<file path="src/hdl/gauge_seq_pkg.sv">
// Constants and types shared by the gauge calibration mode sequencer
package gauge_seq_pkg;

    // ------------------------------------------------------------
    // Register map (byte addresses)
    // ------------------------------------------------------------
    localparam logic [7:0] CMD_OFFSET    = 8'h00;
    localparam logic [7:0] STATUS_OFFSET = 8'h04;
    localparam logic [7:0] CTRL_OFFSET   = 8'h08;

    // ------------------------------------------------------------
    // Command codes and fields
    // ------------------------------------------------------------
    localparam logic [15:0] CMD_THERMAL_ONLY = 16'h0002;
    localparam logic [15:0] CMD_CORRECT      = 16'h4002;
    localparam logic [15:0] CMD_AUTO_RANGE   = 16'h0009;
    localparam int          CTRL_PANEL_START_BIT = 0;
    localparam int          CTRL_PANEL_ZERO_BIT  = 1;
    localparam int          ST_STAGE_LSB     = 0;
    localparam int          ST_THERMAL_BIT   = 4;
    localparam int          ST_ION_BIT       = 5;
    localparam int          ST_RED_BIT       = 6;
    localparam int          ST_GREEN_BIT     = 7;
    localparam int          ST_ZERO_BIT      = 8;
    localparam int          ST_STORED_BIT    = 9;
    localparam int          ST_RUN_BIT       = 10;
    localparam int          ST_REJECT_BIT    = 11;
    localparam logic [31:0] CTRL_RESET       = 32'h0000_0000;

    // ------------------------------------------------------------
    // Timing
    // ------------------------------------------------------------
    localparam int MCLK_MHZ          = 250;
    localparam int MIN_HOLD_MS       = 2000;
    localparam int MIN_HOLD_CYCLES   = MIN_HOLD_MS * 1000 * MCLK_MHZ + 1;
    localparam int CORRECT_CYCLES    = 64;

    typedef enum logic [2:0] {
        ST_AUTO,
        ST_CHECK,
        ST_CORRECT,
        ST_STORE,
        ST_PANEL_RUN
    } stage_type;

endpackage

</file>
<file path="src/hdl/hold_if.sv">
// Interface carrying the qualified control-input step to the sequencer
`timescale 1ns/1ns
interface hold_if;
    logic [1:0] state;
    logic       step;
    logic       reject;
    modport filt (output state, output step, output reject);
    modport seq  (input state, input step, input reject);
endinterface

</file>
<file path="src/hdl/ctrl_input_qualifier.sv">
// Enable gating and minimum-hold qualification of the two control inputs
`timescale 1ns/1ns
module ctrl_input_qualifier
    import gauge_seq_pkg::*;
#(
    parameter int HOLD_CYCLES = MIN_HOLD_CYCLES
) (
    input  wire logic mclk,
    input  wire logic srst,
    input  wire logic ce,
    input  wire logic ext_enable,
    input  wire logic [1:0] ctrl_in,
    hold_if.filt      q
);
    // A zero hold would pass two-cycle glitches as steps
    if (HOLD_CYCLES < 1) begin
        $error("HOLD_CYCLES must be at least 1");
    end

    logic [1:0]  cand_reg;
    logic [1:0]  acc_reg;
    logic [31:0] cnt_reg;
    logic        step_reg;
    logic        rej_reg;

    wire logic   changed  = ctrl_in != cand_reg;
    wire logic   held     = cnt_reg >= 32'(HOLD_CYCLES);
    wire logic   pending  = cand_reg != acc_reg;

    always_ff @(posedge mclk) begin
        if (srst) begin
            cand_reg <= 2'h0;
            acc_reg  <= 2'h0;
            cnt_reg  <= 32'h0000_0000;
            step_reg <= 1'b0;
            rej_reg  <= 1'b0;
        end else if (ce) begin
            step_reg <= 1'b0;
            rej_reg  <= 1'b0;
            if (!ext_enable) begin
                cand_reg <= acc_reg;
                cnt_reg  <= 32'h0000_0000;
            end else if (changed) begin
                rej_reg  <= pending && !held;
                cand_reg <= ctrl_in;
                cnt_reg  <= 32'h0000_0000;
            end else if (pending && held) begin
                acc_reg  <= cand_reg;
                step_reg <= 1'b1;
            end else if (!held) begin
                cnt_reg <= cnt_reg + 32'h0000_0001;
            end
        end
    end

    assign q.state  = acc_reg;
    assign q.step   = step_reg;
    assign q.reject = rej_reg;

    // ------------------------------------------------------------
    // Assertions
    // ------------------------------------------------------------
    a_step_needs_enable: assert property (@(posedge mclk) disable iff (srst)
        ce && !ext_enable |=> !step_reg)
        else $error("step applied without enable");
    a_step_after_hold: assert property (@(posedge mclk) disable iff (srst)
        $rose(step_reg) |-> $past(held))
        else $error("step applied before hold elapsed");
    a_reject_short: assert property (@(posedge mclk) disable iff (srst)
        rej_reg |-> !step_reg)
        else $error("rejected step also applied");
endmodule

</file>
<file path="src/hdl/gauge_calibration_mode_sequencer.sv">
// Gauge calibration and operating-mode sequencer with APB register access
// ------------------------------------------------------------
// Notes on behaviour
// - Code 0002 from auto: thermal only, check
// - Code 4002 after 0002: run correction
// - Second 0002 after correction: store value
// - Code 0009: auto range, auto filament
// - Input changes need enable held high
// - Input one alone: thermal only, check
// - Input two with one: full-scale correction
// - Drop two, keep one: store value
// - Drop one last: back to auto range
// - Zero point: one, two alone, one, release
// - Auto range switches branches at switchover
// - Single-branch mode never enters ionisation
// - Indicator red thermal, green ionisation
// - Panel calibration ends on its own
// - Auto return selects filament automatically
// ------------------------------------------------------------
//
// Our own choices: the APB slave port and the placing of the registers.
`timescale 1ns/1ns
module gauge_calibration_mode_sequencer
    import gauge_seq_pkg::*;
#(
    parameter int HOLD_CYCLES = MIN_HOLD_CYCLES,
    parameter int RUN_CYCLES  = CORRECT_CYCLES
) (
    input  wire logic        mclk,
    input  wire logic        srst,
    input  wire logic        ce,
    input  wire logic        psel,
    input  wire logic        penable,
    input  wire logic        pwrite,
    input  wire logic [7:0]  paddr,
    input  wire logic [31:0] pwdata,
    output logic [31:0]      prdata,
    output logic             pready,
    output logic             pslverr,
    input  wire logic        ext_enable,
    input  wire logic        ctrl_in1,
    input  wire logic        ctrl_in2,
    input  wire logic        switchover_reached,
    output logic             thermal_only,
    output logic             ion_branch_active,
    output logic             led_red,
    output logic             led_green,
    output logic             automatic_filament_choice,
    output logic             correct_pulse,
    output logic             store_pulse,
    output logic             adjust_in_progress_message
);
    // Run counter is 16 bits wide
    if (RUN_CYCLES < 1 || RUN_CYCLES > 65536) begin
        $error("RUN_CYCLES must lie in 1 to 65536");
    end

    // ------------------------------------------------------------
    // Control input qualification
    // ------------------------------------------------------------
    hold_if hq ();

    ctrl_input_qualifier #(
        .HOLD_CYCLES (HOLD_CYCLES)
    ) u_qual (
        .mclk       (mclk),
        .srst       (srst),
        .ce         (ce),
        .ext_enable (ext_enable),
        .ctrl_in    ({ctrl_in2, ctrl_in1}),
        .q          (hq.filt)
    );

    // ------------------------------------------------------------
    // APB decode
    // ------------------------------------------------------------
    // Write lands on the first access edge; pready answers a cycle later
    // Gating with pready keeps a long access from being taken twice
    wire logic  acc_phase = psel && penable && !pready;
    wire logic  hit_cmd   = paddr == CMD_OFFSET;
    wire logic  hit_st    = paddr == STATUS_OFFSET;
    wire logic  hit_ctrl  = paddr == CTRL_OFFSET;
    wire logic  mapped    = hit_cmd || hit_st || hit_ctrl;
    wire logic  wr_cmd    = acc_phase && pwrite && hit_cmd;
    wire logic  wr_ctrl   = acc_phase && pwrite && hit_ctrl;
    wire logic [15:0] cmd = pwdata[15:0];

    stage_type   stage_reg, stage_next;
    logic        zero_reg, zero_next;
    logic        stored_reg;
    logic        reject_reg;
    logic [31:0] ctrl_reg;
    logic [15:0] run_cnt_reg;
    logic        ion_reg;

    // ------------------------------------------------------------
    // Stage sequencing
    // ------------------------------------------------------------
    wire logic [1:0] inp = hq.state;
    wire logic panel_go  = wr_ctrl && pwdata[CTRL_PANEL_START_BIT]
                           && stage_reg == ST_AUTO;
    wire logic run_done  = run_cnt_reg == 16'(RUN_CYCLES - 1);

    // One-cycle strobe on entry into a stage
    function automatic logic enters(input stage_type nxt, input stage_type cur,
                                    input stage_type s);
        return nxt == s && cur != s;
    endfunction

    always_comb begin
        stage_next = stage_reg;
        zero_next  = zero_reg;
        if (wr_cmd) begin
            unique case (stage_reg)
                ST_AUTO: begin
                    if (cmd == CMD_THERMAL_ONLY) stage_next = ST_CHECK;
                end
                ST_CHECK: begin
                    if (cmd == CMD_CORRECT) stage_next = ST_CORRECT;
                end
                ST_CORRECT: begin
                    if (cmd == CMD_THERMAL_ONLY) stage_next = ST_STORE;
                end
                ST_STORE, ST_PANEL_RUN: ;
            endcase
            if (cmd == CMD_AUTO_RANGE && stage_reg != ST_PANEL_RUN) stage_next = ST_AUTO;
        end else if (hq.step) begin
            unique case (inp)
                2'b01: begin
                    if (stage_reg == ST_AUTO) stage_next = ST_CHECK;
                    else if (stage_reg == ST_CORRECT) stage_next = ST_STORE;
                end
                2'b11: begin
                    if (stage_reg == ST_CHECK) begin
                        stage_next = ST_CORRECT;
                        zero_next  = 1'b0;
                    end
                end
                2'b10: begin
                    if (stage_reg == ST_CHECK) begin
                        stage_next = ST_CORRECT;
                        zero_next  = 1'b1;
                    end
                end
                2'b00: begin
                    if (stage_reg != ST_PANEL_RUN) stage_next = ST_AUTO;
                end
            endcase
        end else if (panel_go) begin
            stage_next = ST_PANEL_RUN;
            zero_next  = pwdata[CTRL_PANEL_ZERO_BIT];
        end else if (stage_reg == ST_PANEL_RUN && run_done) begin
            stage_next = ST_AUTO;
        end
    end

    wire logic thermal_next = stage_next != ST_AUTO;
    wire logic ion_next     = !thermal_next && switchover_reached;

    always_ff @(posedge mclk) begin
        if (srst) begin
            stage_reg  <= ST_AUTO;
            zero_reg   <= 1'b0;
            stored_reg <= 1'b0;
            ion_reg    <= 1'b0;
            run_cnt_reg <= 16'h0000;
        end else if (ce) begin
            stage_reg  <= stage_next;
            zero_reg   <= zero_next;
            ion_reg    <= ion_next;
            if (enters(stage_next, stage_reg, ST_STORE)) stored_reg <= 1'b1;
            else if (stage_next == ST_CHECK) stored_reg <= 1'b0;
            if (stage_reg == ST_PANEL_RUN) run_cnt_reg <= run_cnt_reg + 16'h0001;
            else run_cnt_reg <= 16'h0000;
        end
    end

    // ------------------------------------------------------------
    // Pin outputs
    // ------------------------------------------------------------
    always_ff @(posedge mclk) begin
        if (srst) begin
            thermal_only               <= 1'b0;
            ion_branch_active          <= 1'b0;
            // Auto mode measures on the thermal branch, so red from reset on
            led_red                    <= 1'b1;
            led_green                  <= 1'b0;
            automatic_filament_choice  <= 1'b1;
            correct_pulse              <= 1'b0;
            store_pulse                <= 1'b0;
            adjust_in_progress_message <= 1'b0;
        end else if (ce) begin
            thermal_only      <= thermal_next;
            ion_branch_active <= ion_next;
            led_red           <= !ion_next;
            led_green         <= ion_next;
            automatic_filament_choice <= !thermal_next;
            correct_pulse <= enters(stage_next, stage_reg, ST_CORRECT)
                             || enters(stage_next, stage_reg, ST_PANEL_RUN);
            store_pulse   <= enters(stage_next, stage_reg, ST_STORE)
                             || (stage_reg == ST_PANEL_RUN && stage_next == ST_AUTO);
            adjust_in_progress_message <= stage_next == ST_PANEL_RUN;
        end
    end

    // ------------------------------------------------------------
    // APB registers
    // ------------------------------------------------------------
    wire logic [31:0] status_word = {20'h0_0000, reject_reg, adjust_in_progress_message,
                                     stored_reg, zero_reg, led_green, led_red,
                                     ion_branch_active, thermal_only,
                                     1'b0, stage_reg};

    always_ff @(posedge mclk) begin
        if (srst) begin
            prdata     <= 32'h0000_0000;
            pready     <= 1'b0;
            pslverr    <= 1'b0;
            ctrl_reg   <= CTRL_RESET;
            reject_reg <= 1'b0;
        end else if (ce) begin
            pready  <= acc_phase;
            pslverr <= acc_phase && !mapped;
            if (wr_ctrl) ctrl_reg <= pwdata;
            // Sticky reject: a new reject wins over a clearing read
            if (hq.reject) reject_reg <= 1'b1;
            else if (acc_phase && !pwrite && hit_st) reject_reg <= 1'b0;
            if (acc_phase && !pwrite) begin
                prdata <= hit_st ? status_word :
                          hit_ctrl ? ctrl_reg : 32'h0000_0000;
            end
        end
    end

    // ------------------------------------------------------------
    // Assertions
    // ------------------------------------------------------------
    a_cmd_enter_check: assert property (@(posedge mclk) disable iff (srst)
        ce && wr_cmd && cmd == CMD_THERMAL_ONLY && stage_reg == ST_AUTO
        |=> stage_reg == ST_CHECK && thermal_only)
        else $error("0002 did not enter check");
    a_cmd_correct: assert property (@(posedge mclk) disable iff (srst)
        ce && wr_cmd && cmd == CMD_CORRECT && stage_reg == ST_CHECK |=> correct_pulse)
        else $error("4002 did not start correction");
    a_cmd_store: assert property (@(posedge mclk) disable iff (srst)
        ce && wr_cmd && cmd == CMD_THERMAL_ONLY && stage_reg == ST_CORRECT
        |=> store_pulse && thermal_only)
        else $error("repeat 0002 did not store");
    a_cmd_auto: assert property (@(posedge mclk) disable iff (srst)
        ce && wr_cmd && cmd == CMD_AUTO_RANGE && stage_reg != ST_PANEL_RUN
        |=> !thermal_only && automatic_filament_choice)
        else $error("0009 did not return auto");
    a_thermal_no_ion: assert property (@(posedge mclk) disable iff (srst)
        thermal_only |-> !ion_branch_active)
        else $error("ionisation in thermal mode");
    a_led_colour: assert property (@(posedge mclk) disable iff (srst)
        led_green == ion_branch_active && led_red == !ion_branch_active)
        else $error("indicator colour wrong");
    a_panel_ends: assert property (@(posedge mclk) disable iff (srst)
        $rose(adjust_in_progress_message) |-> ##[1:1000] !adjust_in_progress_message)
        else $error("panel run did not end");
    a_input_one_check: assert property (@(posedge mclk) disable iff (srst)
        ce && hq.step && inp == 2'b01 && stage_reg == ST_AUTO && !wr_cmd
        |=> stage_reg == ST_CHECK)
        else $error("input one did not enter check");
    a_input_full_scale: assert property (@(posedge mclk) disable iff (srst)
        ce && hq.step && inp == 2'b11 && stage_reg == ST_CHECK && !wr_cmd
        |=> correct_pulse && !zero_reg)
        else $error("inputs one and two did not start correction");
    a_input_store: assert property (@(posedge mclk) disable iff (srst)
        ce && hq.step && inp == 2'b01 && stage_reg == ST_CORRECT && !wr_cmd
        |=> store_pulse && thermal_only)
        else $error("input one alone did not store");
    a_input_release: assert property (@(posedge mclk) disable iff (srst)
        ce && hq.step && inp == 2'b00 && stage_reg != ST_PANEL_RUN && !wr_cmd
        |=> !thermal_only && automatic_filament_choice)
        else $error("release did not return auto");
    a_input_zero: assert property (@(posedge mclk) disable iff (srst)
        ce && hq.step && inp == 2'b10 && stage_reg == ST_CHECK && !wr_cmd
        |=> correct_pulse && zero_reg)
        else $error("input two alone did not start zero correction");
    a_auto_ion: assert property (@(posedge mclk) disable iff (srst)
        ce && stage_next == ST_AUTO && switchover_reached |=> ion_branch_active)
        else $error("no ionisation branch at switchover");

    c_serial_store: cover property (@(posedge mclk) store_pulse && !ctrl_in1);
    c_full_scale:   cover property (@(posedge mclk) hq.step && inp == 2'b11);
    c_serial_auto:  cover property (@(posedge mclk) wr_cmd && cmd == CMD_AUTO_RANGE);
    c_input_zero:   cover property (@(posedge mclk) hq.step && inp == 2'b10);
    c_panel_run:    cover property (@(posedge mclk) $fell(adjust_in_progress_message));
endmodule

</file>
<file path="config.mk">
export PLATFORM = sky130hd
export DESIGN_NAME = gauge_calibration_mode_sequencer
export DESIGN_NICKNAME = d
export VERILOG_FILES = /design/src/hdl/gauge_seq_pkg.sv /design/src/hdl/hold_if.sv /design/src/hdl/ctrl_input_qualifier.sv /design/src/hdl/gauge_calibration_mode_sequencer.sv
export SDC_FILE = /design/constraint.sdc
export NUM_CORES = 1
export LEC_CHECK = 0
export ABC_CLOCK_PERIOD_IN_PS = 3430
export BUFFER_PORTS_ARGS = -buffer_cell sky130_fd_sc_hd__buf_4
export CORE_MARGIN = 1.5
export CORE_UTILIZATION = 55
export DETAILED_ROUTE_END_ITERATION = 7
export HOLD_SLACK_MARGIN = 0.12
export PLACE_DENSITY = 0.88
export SETUP_SLACK_MARGIN = 0.4
export SLEW_MARGIN = 5
export SYNTH_ARGS = -nofsm -noshare
export SYNTH_HDL_FRONTEND = slang
export SYNTH_HIERARCHICAL = 1
export SYNTH_SLANG_ARGS = --single-unit
</file>
<file path="constraint.sdc">
create_clock -name mclk -period 3.43 [get_ports mclk]
set_input_delay 0.5145 -clock mclk [delete_from_list [all_inputs] [get_ports mclk]]
set_output_delay 0.5145 -clock mclk [all_outputs]
set_load 0.05 [all_outputs]
</file>
* After elaboration in Yosys (flattened, before gate mapping) *
Cells that the tools add are included.

operators by class
  bitwise operators = 2
  order comparisons = 1
  mux-type cells = 37
  reductions and logical operators = 46
  eq/ne operators = 27
  add/subtract/negate cells = 2

operators with widths
  kind                                                                                    number
  32-bit 2-to-1 mux                                                                       6
  3-bit 2-to-1 mux                                                                        12
  32-bit by 1-bit adder with 32-bit output (second input constant)                        1
  32-bit by 29-bit greater-or-equal comparator with 1-bit output (second input constant)  1
  1-bit logical AND                                                                       19
  3-bit one-hot mux with 3 select lines                                                   2
  16-bit by 1-bit adder with 16-bit output (second input constant)                        1
  16-bit by 15-bit equality test with 1-bit output (second input constant)                1
  16-bit by 2-bit equality test with 1-bit output (second input constant)                 1
  16-bit by 4-bit equality test with 1-bit output (second input constant)                 1
  16-bit by 6-bit equality test with 1-bit output (second input constant)                 1
  16-bit 2-to-1 mux                                                                       1
  1-bit 2-to-1 mux                                                                        13
  3-bit by 2-bit != test with 1-bit output (second input constant)                        4
  3-bit != test (second input constant)                                                   4
  2-bit AND reduction                                                                     5
  3-bit by 2-bit equality test with 1-bit output (second input constant)                  3
  8-bit by 3-bit equality test with 1-bit output (second input constant)                  1
  8-bit by 4-bit equality test with 1-bit output (second input constant)                  1
  8-bit zero test                                                                         1
  3-bit by 1-bit equality test with 1-bit output (second input constant)                  2
  3-bit equality test (second input constant)                                             2
  1-bit zero test                                                                         6
  3-bit zero test                                                                         2
  15 further kinds                                                                        24

word-level totals
  input port bits = 50
  bits in registers = 133
  logic and storage cells = 136

* Depth between registers and ports, before layout *
Gate-level depths: netlist (run 1).

  depth in word-level cells = 13
  mapped depth = 11

* Cells and area by module *
Netlist (run 1), hierarchy kept.

by module, submodules not included
  module                            instances  area each (µm²)  cells each  sequential area each (µm²)
  gauge_calibration_mode_sequencer  1          3955.0           463         1901.8
  ctrl_input_qualifier              1          2067.0           253         760.7

* Worst setup path after synthesis (run 1) *
OpenSTA, ideal clock, no wires.

  path type = reg2reg
  from = reg u_qual.cnt_reg[1]
  to = reg u_qual.cnt_reg[24]
  setup time = 59 ps
  clock period less this slack = 2279 ps
  buffers on the path = 2
  slack = 1151 ps
  required time = 3371 ps
  arrival = 2220 ps
  cell stages (with the launch flop) = 11
  cell sequence = dfxtp_1 > inv_1 > ha_1 > nor4b_1 > a2111oi_1 > o211a_1 > or2_1 > buf_6 > buf_6 > or4_1 > nand2_1

between the ends
  word-level cells in the longest chain between the ends = 5
  elaborated cells between the ends (all ways) = 10
  those cells by class = 1 x add/sub; 1 x order compare; 2 x eq/ne; 4 x mux; 2 x reduce/logical

ends and longest elaborated chain
  what                                      line                        source
  from (decl)                               ctrl_input_qualifier.sv:22  logic [31:0] cnt_reg;
  from (signal assigned)                    ctrl_input_qualifier.sv:51  cnt_reg <= cnt_reg + 32'h0000_0001;
  32-bit by 1-bit adder with 32-bit output  ctrl_input_qualifier.sv:51
  32-bit 2-to-1 mux                         ctrl_input_qualifier.sv:50  end else if (!held) begin
  32-bit 2-to-1 mux                         ctrl_input_qualifier.sv:47  end else if (pending && held) begin
  32-bit 2-to-1 mux                         ctrl_input_qualifier.sv:43  end else if (changed) begin
  32-bit 2-to-1 mux                         ctrl_input_qualifier.sv:40  if (!ext_enable) begin

Several ways; a longest one is shown, not always the timed one. The select of a mux whose other input is x is not followed.
A chain may end at the register's enable or synchronous reset.

* Worst setup path after layout (run 1) *
  from = reg u_qual.cnt_reg[1]
  to = reg u_qual.cnt_reg[15]

Same word-level chain as after synthesis.

==> results of run 1 <==
==> kinds of logic after synthesis <==
logic type / Yosys count / synth area share [%]
AO/OA/AOI/OAI: 172 / 18.60
XOR/XNOR: 22 / 3.200
adder cells (fa/ha/maj): 4 / 0.8311
buffers and inverters: 57 / 4.862
flip-flops: 133 / 44.21
multiplexers: 6 / 0.9973
AND/OR/NAND/NOR: 322 / 27.30
==> Yosys cell counts, drive strengths merged, types with 9 or more instances <==
cell type,n
dfxtp,133
nand2,116
a21oi,75
nor2,57
a22oi,32
clkbuf,27
nand4,25
buf,19
nand3,19
nor3,17
and3,16
o21ai,14
or4,14
inv,11
xnor2,11
xor2,11
or3,10
o211ai,9
==> final timing paths <==
path | cells after the start | slack, ps | to
max | 8 | 760 | u_qual/cnt_reg[15]
min | 2 | 180 | led_red
max reg2reg | 8 | 760 | u_qual/cnt_reg[15]
min reg2reg | 2 | 450 | ctrl_reg[22]
==> where the power goes <==
| group | total, W | internal (W) | switching (W) |
|---|---|---|---|
| clock network | 0.00190 | 0.00119 | 0.000711 |
| logic | 0.000191 | 0.0000757 | 0.000116 |
| registers | 0.00157 | 0.00156 | 0.0000139 |
| total | 0.00366 | 0.00282 | 0.000840 |
==> worst max-delay path: stages (launching register included) <==
cell and delay (ps):
dfxtp_1 420, inv_1 110, ha_1 200, nor4b_1 290, a2111oi_1 160, o211a_1 300, or2_4 390, or4_1 550
a21oi_1 150
==> final cells by class <==
class,instances,area share [%]
Clock buffer,18,5.708
Clock inverter,14,2.752
Inverter,11,0.5640
Multi-Input combinational cell,526,41.96
Sequential cell,133,36.37
Tap cell,140,2.393
Timing Repair Buffer,100,10.25
==> what timing repair did <==
action,in CTS,in global routing
resized for setup,1,1
setup endpoints to repair,14,1
cloned,0,0
==> routing by layer <==
| layer | GRT usage (%) | wire length, microns | vias up |
|---|---|---|---|
| li1 | - | - | 2725 |
| met1 | 33.49 | 6464 | 2824 |
| met2 | 47.82 | 7959 | 257 |
| met3 | 7.506 | 999 | 54 |
| met4 | 13.91 | 476 | 0 |
| met5 | 0 | 0 | - |
==> stage by stage <==
step	utilization [%]	hold slack (ps)	setup slack, ps
after detailed placement	62.34	442.8	352.9
final	68.13	177.5	761.5
after global routing	68.13	174.8	578.0
after floorplan	-	427.1	1151
after global placement	62.34	437.6	649.6
after CTS	68.11	164.9	590.7
==> impl_metrics.env, run 1 <==
export IMPL_status="completed"
export IMPL_h_tree_depth=4
export IMPL_totalWireLength_microns=15900
export IMPL_core_sq_um=10750
export IMPL_yosys_top_cells_area="dfxtp_1 44%, nand2_1 7.2%, a21oi_1 6.2%"
export IMPL_p_per_area_nw_per_um2=500.0
export IMPL_final_nets=843
export IMPL_grt_pass1_wl_microns=25990
export IMPL_critPathMaxFanout=44
export IMPL_multi_input_area_sq_um=3072
export IMPL_cts_num_sinks=133
export IMPL_setup_viol=0
export IMPL_synth_top_area_share_pct=44.21
export IMPL_fmax_mhz=374.7
export IMPL_total_power_w=0.003660
export IMPL_antenna_found_initial=0
export IMPL_cts_path_max_buffers=2
export IMPL_max_slew_margin_pct=46.16
export IMPL_peakVddDrop_mv=0.3838
export IMPL_syn_cell_area_sq_um=6022
export IMPL_ant_nets=0
export IMPL_maxSlewViolCount=0
export IMPL_crit_type="flop to flop"
export IMPL_drtIter0Drc=528
export IMPL_fillers=803
export IMPL_final_area_sq_um=7321
export IMPL_vias_per_cell=6.221
export IMPL_layout_commonest_cell="dfxtp_1"
export IMPL_hold_viol_final=0
export IMPL_grt_use_total_pct=28.42
export IMPL_routedWlPerCell_microns=16.88
export IMPL_die_h_microns=107.6
export IMPL_rsz0062_at_grt="no"
export IMPL_seqCellArea_sq_um=2663
export IMPL_dr_pass1_iters=6
export IMPL_tightest_slew_ps=807.6
export IMPL_die_x_microns=107.6
export IMPL_clock_latency_ps=540
export IMPL_synth_avg_cell_area_sq_um=8.411
export IMPL_arrival_ps=3130
export IMPL_start_kind="flop"
export IMPL_fin_worst_skew_ps=7.416
export IMPL_worstReg2RegStart="u_qual/cnt_reg[1]"
export IMPL_rows=38
export IMPL_instances_no_fill=942
export IMPL_period_share_pct=77.80
export IMPL_async_flop_share_pct=0
export IMPL_place_inst=910
export IMPL_place_area_sq_um=6699
export IMPL_areaGrowthSynthToFinish_pct=21.57
export IMPL_cts_buffers=17
export IMPL_grt_max_degree=79
export IMPL_start_util_pct=56.04
export IMPL_io_buffers=91
export IMPL_path_clk_slew_ps=60
export IMPL_end_kind="flop"
export IMPL_drv_cap=0
export IMPL_synth_edf_count=0
export IMPL_synth_cells=716
export IMPL_grt_pass1_vias=5519
export IMPL_yosysTopAreaCell="dfxtp_1"
export IMPL_drc=0
export IMPL_setup_tns_ps=0
export IMPL_cts_tree="built"
export IMPL_required_ps=3900
export IMPL_p_leak_nw=2.728
export IMPL_hold_class="primary input to flop"
export IMPL_via_count=5860
export IMPL_synth_warnings=6
export IMPL_clk_root_buffer_cell="clkbuf_8"
export IMPL_yosysUniqueCellTypes=63
export IMPL_ys_seq_area_share_pct=44.21
export IMPL_min_from="switchover_reached"
export IMPL_ctsHoldBuffers=0
export IMPL_gp_congestion=0.9371
export IMPL_synth_ff_type="dfxtp_1"
export IMPL_final_cell_mix="133 x dfxtp_1, 116 x nand2_1, 100 x buf_4, 74 x a21oi_1, 57 x nor2_1"
export IMPL_period_minus_slack_ps=2669
export IMPL_synth_nets=770
export IMPL_ys_ff_latch=133
export IMPL_grt_overflow_total=0
export IMPL_num_antenna_cells=0
export IMPL_place_hpwl_microns=10390
export IMPL_crit_path_start="u_qual/cnt_reg[1]"
export IMPL_die_area_sq_um=11590
export IMPL_ios=92
export IMPL_drive_above_1_share_pct=18.33
export IMPL_cts_setup_buffers=0
(Power assumes the default switching activity.)
==> run 2, diff against run 1 <==
--- a/config.mk
+++ b/config.mk
@@ -5,13 +5,13 @@
 export SDC_FILE = /design/constraint.sdc
 export NUM_CORES = 1
 export LEC_CHECK = 0
-export ABC_CLOCK_PERIOD_IN_PS = 3430
+export ABC_CLOCK_PERIOD_IN_PS = 2400
 export BUFFER_PORTS_ARGS = -buffer_cell sky130_fd_sc_hd__buf_4
 export CORE_MARGIN = 1.5
-export CORE_UTILIZATION = 55
+export CORE_UTILIZATION = 51
 export DETAILED_ROUTE_END_ITERATION = 7
 export HOLD_SLACK_MARGIN = 0.12
-export PLACE_DENSITY = 0.88
+export PLACE_DENSITY = 0.86
 export SETUP_SLACK_MARGIN = 0.4
 export SLEW_MARGIN = 5
 export SYNTH_ARGS = -nofsm -noshare
==> constraint.sdc (replaced) <==
create_clock -name mclk -period 2.4 [get_ports mclk]
set_input_delay 0.36 -clock mclk [delete_from_list [all_inputs] [get_ports mclk]]
set_output_delay 0.36 -clock mclk [all_outputs]
set_load 0.05 [all_outputs]
==> run 2 against run 1 <==
Against the previous run:
- register-to-register slack got worse by 680 ps
- final area rose by 7.7%
- clock skew increased by 0.85 ps
- largest power group unchanged
==> impl_metrics.env, run 2 (synthesized netlist as in run 1, its figures left out) <==
export IMPL_start_util_pct=52.52
export IMPL_gp_congestion=0.8966
export IMPL_die_area_sq_um=12470
export IMPL_seq_power_share_pct=41.6
export IMPL_period_minus_slack_ps=2314
export IMPL_combPwrFrac_pct=5.8
export IMPL_start_kind="flop"
export IMPL_p_switching_w=0.001262
export IMPL_clock_latency_ps=420
export IMPL_cts_path_max_buffers=2
export IMPL_via_count=6130
export IMPL_setup_tns_ps=0
export IMPL_whs_ps=156.3
export IMPL_rows=39
export IMPL_ios=92
export IMPL_p_per_area_nw_per_um2=682.2
export IMPL_ant_nets=0
export IMPL_fmax_mhz=432.1
export IMPL_clk_root_buffer_cell="clkbuf_16"
export IMPL_hold_viol_final=0
export IMPL_setup_ws_ps=85.68
export IMPL_setup_viol=0
export IMPL_h_tree_depth=4
export IMPL_min_from="switchover_reached"
export IMPL_die_h_microns=111.7
export IMPL_areaGrowthSynthToFinish_pct=30.98
export IMPL_instances_no_fill=980
export IMPL_cts_buffers=17
export IMPL_required_ps=2740
export IMPL_grt_max_degree=46
export IMPL_io_buffers=91
export IMPL_grt_overflow_total=0
export IMPL_arrival_ps=2660
export IMPL_cts_num_sinks=133
export IMPL_totalWireLength_microns=17850
export IMPL_vias_per_cell=6.255
export IMPL_grt_use_total_pct=27.11
export IMPL_grt_pass1_wl_microns=27450
export IMPL_drive_above_1_share_pct=26.52
export IMPL_drv_cap=0
export IMPL_pwr_share_clk_pct=52.6
export IMPL_core_sq_um=11470
export IMPL_hold_class="primary input to flop"
export IMPL_peakVddDrop_mv=0.5633
export IMPL_die_x_microns=111.7
export IMPL_r2r_setup_slack_ps=90
export IMPL_num_antenna_cells=0
export IMPL_status="completed"
export IMPL_antenna_found_initial=0
export IMPL_place_area_sq_um=6897
export IMPL_place_inst=931
export IMPL_critPathMaxFanout=5
export IMPL_rsz0062_at_grt="yes"
export IMPL_routedWlPerCell_microns=18.21
export IMPL_dpl_worst_slack_ps=60.22
export IMPL_layout_commonest_cell="buf_4"
export IMPL_final_cell_mix="131 x buf_4, 121 x dfxtp_1, 116 x nand2_1, 72 x a21oi_1, 54 x nor2_1"
export IMPL_fillers=802
export IMPL_final_area_sq_um=7888
export IMPL_swShare_pct=23.45
export IMPL_worstReg2RegStart="u_qual/cnt_reg[1]"
export IMPL_path_clk_slew_ps=60
export IMPL_drtIter0Drc=668
export IMPL_dr_pass1_iters=6
export IMPL_intPower_w=0.004119
export IMPL_crit_type="flop to flop"
export IMPL_p_leak_nw=2.976
export IMPL_drc=0
export IMPL_fin_worst_skew_ps=8.262
export IMPL_max_slew_margin_pct=57.61
export IMPL_grt_pass1_vias=5818
export IMPL_cts_tree="built"
export IMPL_final_nets=878
export IMPL_place_hpwl_microns=10470
export IMPL_period_share_pct=96.43
export IMPL_maxSlewViolCount=0
export IMPL_end_kind="flop"
export IMPL_crit_path_start="u_qual/cnt_reg[1]"
export IMPL_tightest_slew_ps=635.8
run 2: metal layers:
layer	part of all wire [%]	track usage (%)	wire length (microns)
met4	3.3	12.32	584
met3	8.3	6.696	1473
met1	40	32.98	7111
met5	0	0	0
met2	49	45.33	8675
run 2: worst paths after layout:
check,depth (start not counted),to
min,2,led_red
max,9,u_qual/cnt_reg[11]
max reg2reg,9,u_qual/cnt_reg[11]
min reg2reg,2,ctrl_reg[30]
run 2: stage by stage:
step	total power, W	utilization [%]
after global placement	0.002571	60.14
after CTS	0.005373	67.63
after global routing	0.005515	68.78
final	0.005381	68.78
after detailed placement	0.002575	60.14
after floorplan	0.002444	-
run 2: power groups by stage:
stage                     logic [W]  clock network, W  registers [W]
after floorplan            0.000136                 0        0.00231
after global placement     0.000283                 0        0.00229
after detailed placement   0.000286                 0        0.00229
after CTS                  0.000298           0.00284        0.00224
after global routing       0.000329           0.00294        0.00224
final                      0.000312           0.00283        0.00224
run 2: layout make-up:
class	instances	area, sq um	area share (%)
Multi-Input combinational cell	526	3289	41.70
Sequential cell	133	2688	34.07
Timing Repair Buffer	135	1046	13.26
Clock buffer	17	425.4	5.393
Clock inverter	15	219.0	2.776
Tap cell	143	178.9	2.268
Inverter	11	41.29	0.5235
run 2: worst max-delay path, stage by stage, from the launching register on:
cell and delay, ps:
dfxtp_2 330, inv_2 50, ha_4 160, nor4b_4 260, a2111oi_2 140, o211a_1 280, or2_4 270, buf_6 140
or4_1 470, a21oi_1 140
run 2: what timing repair did:
action,4_1_cts,5_1_grt
pin swaps,19,13
setup buffers,11,6
endpoints found under the setup margin,40,73
hold buffers,0,0
resized for setup,29,19
hold endpoints to repair,0,0
==> run 3, diff against run 2 <==
--- a/config.mk
+++ b/config.mk
@@ -8,12 +8,12 @@
 export ABC_CLOCK_PERIOD_IN_PS = 2400
 export BUFFER_PORTS_ARGS = -buffer_cell sky130_fd_sc_hd__buf_4
 export CORE_MARGIN = 1.5
-export CORE_UTILIZATION = 51
+export CORE_UTILIZATION = 30
 export DETAILED_ROUTE_END_ITERATION = 7
 export HOLD_SLACK_MARGIN = 0.12
-export PLACE_DENSITY = 0.86
+export PLACE_DENSITY = 0.52
 export SETUP_SLACK_MARGIN = 0.4
-export SLEW_MARGIN = 5
+export SLEW_MARGIN = 10
 export SYNTH_ARGS = -nofsm -noshare
 export SYNTH_HDL_FRONTEND = slang
 export SYNTH_HIERARCHICAL = 1
==> run 3 against run 2 <==
Against the previous run:
- worst hold slack worse by 2.4 ps
- clock skew down 2.2 ps
- clock power down 7.1%
- sequential share of layout area down 0.57 points
- highest routed layer unchanged
- non-clock buffer count up 1
- first-iteration DRC count down 56%
- global-route usage down 11 points
- combinational power down 1%
- sequential power about the same
==> impl_metrics.env, run 3 (synthesized netlist as in run 1, its figures left out) <==
export IMPL_status="completed"
export IMPL_grt_use_total_pct=16.03
export IMPL_routedWlPerCell_microns=15.15
export IMPL_max_slew_margin_pct=61.52
export IMPL_peakVddDrop_mv=0.4244
export IMPL_clk_root_buffer_cell="clkbuf_16"
export IMPL_period_share_pct=91.52
export IMPL_p_leak_nw=2.949
export IMPL_setup_tns_ps=0
export IMPL_ant_nets=0
export IMPL_end_kind="flop"
export IMPL_ios=92
export IMPL_arrival_ps=2540
export IMPL_final_area_sq_um=8008
export IMPL_drv_cap=0
export IMPL_hold_class="primary input to flop"
export IMPL_die_x_microns=144.7
export IMPL_areaGrowthSynthToFinish_pct=32.97
export IMPL_r2r_setup_slack_ps=200
export IMPL_fmax_mhz=455.3
export IMPL_layout_commonest_cell="buf_4"
export IMPL_hold_depth=2
export IMPL_path_clk_slew_ps=60
export IMPL_drc=0
export IMPL_totalWireLength_microns=16710
export IMPL_via_count=5554
export IMPL_cts_num_sinks=133
export IMPL_instances_no_fill=1103
export IMPL_final_cell_mix="129 x buf_4, 121 x dfxtp_1, 116 x nand2_1, 67 x a21oi_1, 54 x nor2_1"
export IMPL_grt_overflow_total=0
export IMPL_clock_latency_ps=420
export IMPL_h_tree_depth=4
export IMPL_start_kind="flop"
export IMPL_worstReg2RegStart="u_qual/cnt_reg[0]"
export IMPL_gp_congestion=0.7710
export IMPL_vias_per_cell=5.035
export IMPL_rows=51
export IMPL_final_nets=879
export IMPL_r2r_end="u_qual/cnt_reg[21]"
export IMPL_start_util_pct=30.74
export IMPL_post_route_util_pct=40.88
export IMPL_place_inst=1054
export IMPL_die_area_sq_um=20930
export IMPL_place_area_sq_um=7082
export IMPL_fin_worst_skew_ps=6.087
export IMPL_hold_viol_final=0
export IMPL_crit_type="flop to flop"
export IMPL_core_sq_um=19590
export IMPL_p_per_area_nw_per_um2=646.4
export IMPL_cts_tree="built"
export IMPL_num_antenna_cells=0
export IMPL_cts_buffers=17
export IMPL_tightest_slew_ps=575.8
export IMPL_antenna_found_initial=0
export IMPL_grt_max_degree=73
export IMPL_place_hpwl_microns=11460
export IMPL_rsz0062_at_grt="yes"
export IMPL_critPathMaxFanout=7
export IMPL_grt_pass1_wl_microns=25960
export IMPL_hold_end="led_red"
export IMPL_drive_above_1_share_pct=27.09
export IMPL_r2r_cells=9
export IMPL_io_buffers=91
export IMPL_fillers=2005
export IMPL_drtIter0Drc=295
export IMPL_ctsHoldBuffers=0
export IMPL_maxSlewViolCount=0
export IMPL_required_ps=2740
export IMPL_period_minus_slack_ps=2197
export IMPL_setup_viol=0
export IMPL_total_power_w=0.005176
export IMPL_die_h_microns=144.7
export IMPL_cts_path_max_buffers=2
export IMPL_grt_pass1_vias=5013
export IMPL_dr_pass1_iters=4
export IMPL_min_from="switchover_reached"
==> run 3: changes by cell type in the layout (fill, tap and decap cells not counted), moves of 3 or more <==
cell and delta:
inv_8 -3, a21oi_2 +8, a21oi_4 -3, a21oi_1 -5
==> run 3: per-layer routing <==
| metal | global-route usage [%] | share of wire (%) | wire length, microns | vias to the layer above |
|---|---|---|---|---|
| met1 | 22.29 | 50 | 8321 | 2636 |
| met4 | 6.114 | 1.7 | 289 | 0 |
| met2 | 24.25 | 45 | 7456 | 94 |
| met5 | 0 | 0 | 0 | - |
| li1 | - | - | - | 2808 |
| met3 | 3.389 | 3.8 | 637 | 16 |
==> run 3: critical path, stage by stage, from the launching register on <==
cell	delay (ps)
dfxtp_4	360
inv_2	60
ha_1	140
nor4b_4	240
a2111oi_4	120
o211a_1	240
or2_4	280
buf_6	140
or4_1	390
a21oi_1	160
==> run 3: power by group <==
| part | total (W) | switching [W] | internal (W) | leakage (nW) |
|---|---|---|---|---|
| Combinational | 0.000308 | 0.000180 | 0.000128 | 1.58 |
| Sequential | 0.00224 | 0.0000180 | 0.00222 | 1.08 |
| Clock | 0.00263 | 0.00103 | 0.00160 | 0.287 |
==> run 3: metrics by stage <==
step | hold slack, ps | setup slack, ps
2_1_floorplan | 427.1 | 217.1
3_3_place_gp | 439.0 | 88.94
6_report | 153.9 | 203.5
4_1_cts | 139.3 | 251.2
5_1_grt | 137.1 | 110.9
3_5_place_dp | 443.3 | 12.49
==> run 3: worst max-delay path by stage <==
stage	from	endpoint	slack (ps)	cells past startpoint
2_1_floorplan	u_qual/cnt_reg[1]	u_qual/cnt_reg[11]	220	9
3_3_place_gp	paddr[1]	automatic_filament_choice	90	8
3_5_place_dp	paddr[1]	automatic_filament_choice	10	8
4_1_cts	u_qual/cnt_reg[1]	u_qual/cnt_reg[21]	250	9
5_1_grt	u_qual/cnt_reg[8]	u_qual/cnt_reg[19]	110	6
6_report	u_qual/cnt_reg[0]	u_qual/cnt_reg[21]	200	9
==> run 3: layout make-up <==
class | instances | area [sq um] | share of cell area [%]
Multi-Input combinational cell | 526 | 3279 | 40.95
Sequential cell | 133 | 2683 | 33.50
Timing Repair Buffer | 136 | 1071 | 13.38
Clock buffer | 19 | 452.9 | 5.656
Tap cell | 265 | 331.6 | 4.141
Clock inverter | 13 | 148.9 | 1.859
Inverter | 11 | 41.29 | 0.5156
==> run 3: what timing repair did <==
| item | CTS | global route |
|---|---|---|
| hold endpoints to repair | 0 | 0 |
| endpoints found under the setup margin | 37 | 38 |
| setup buffers | 9 | 7 |
| cloned | 1 | 0 |
| pin swaps | 15 | 14 |
| resized for setup | 18 | 31 |
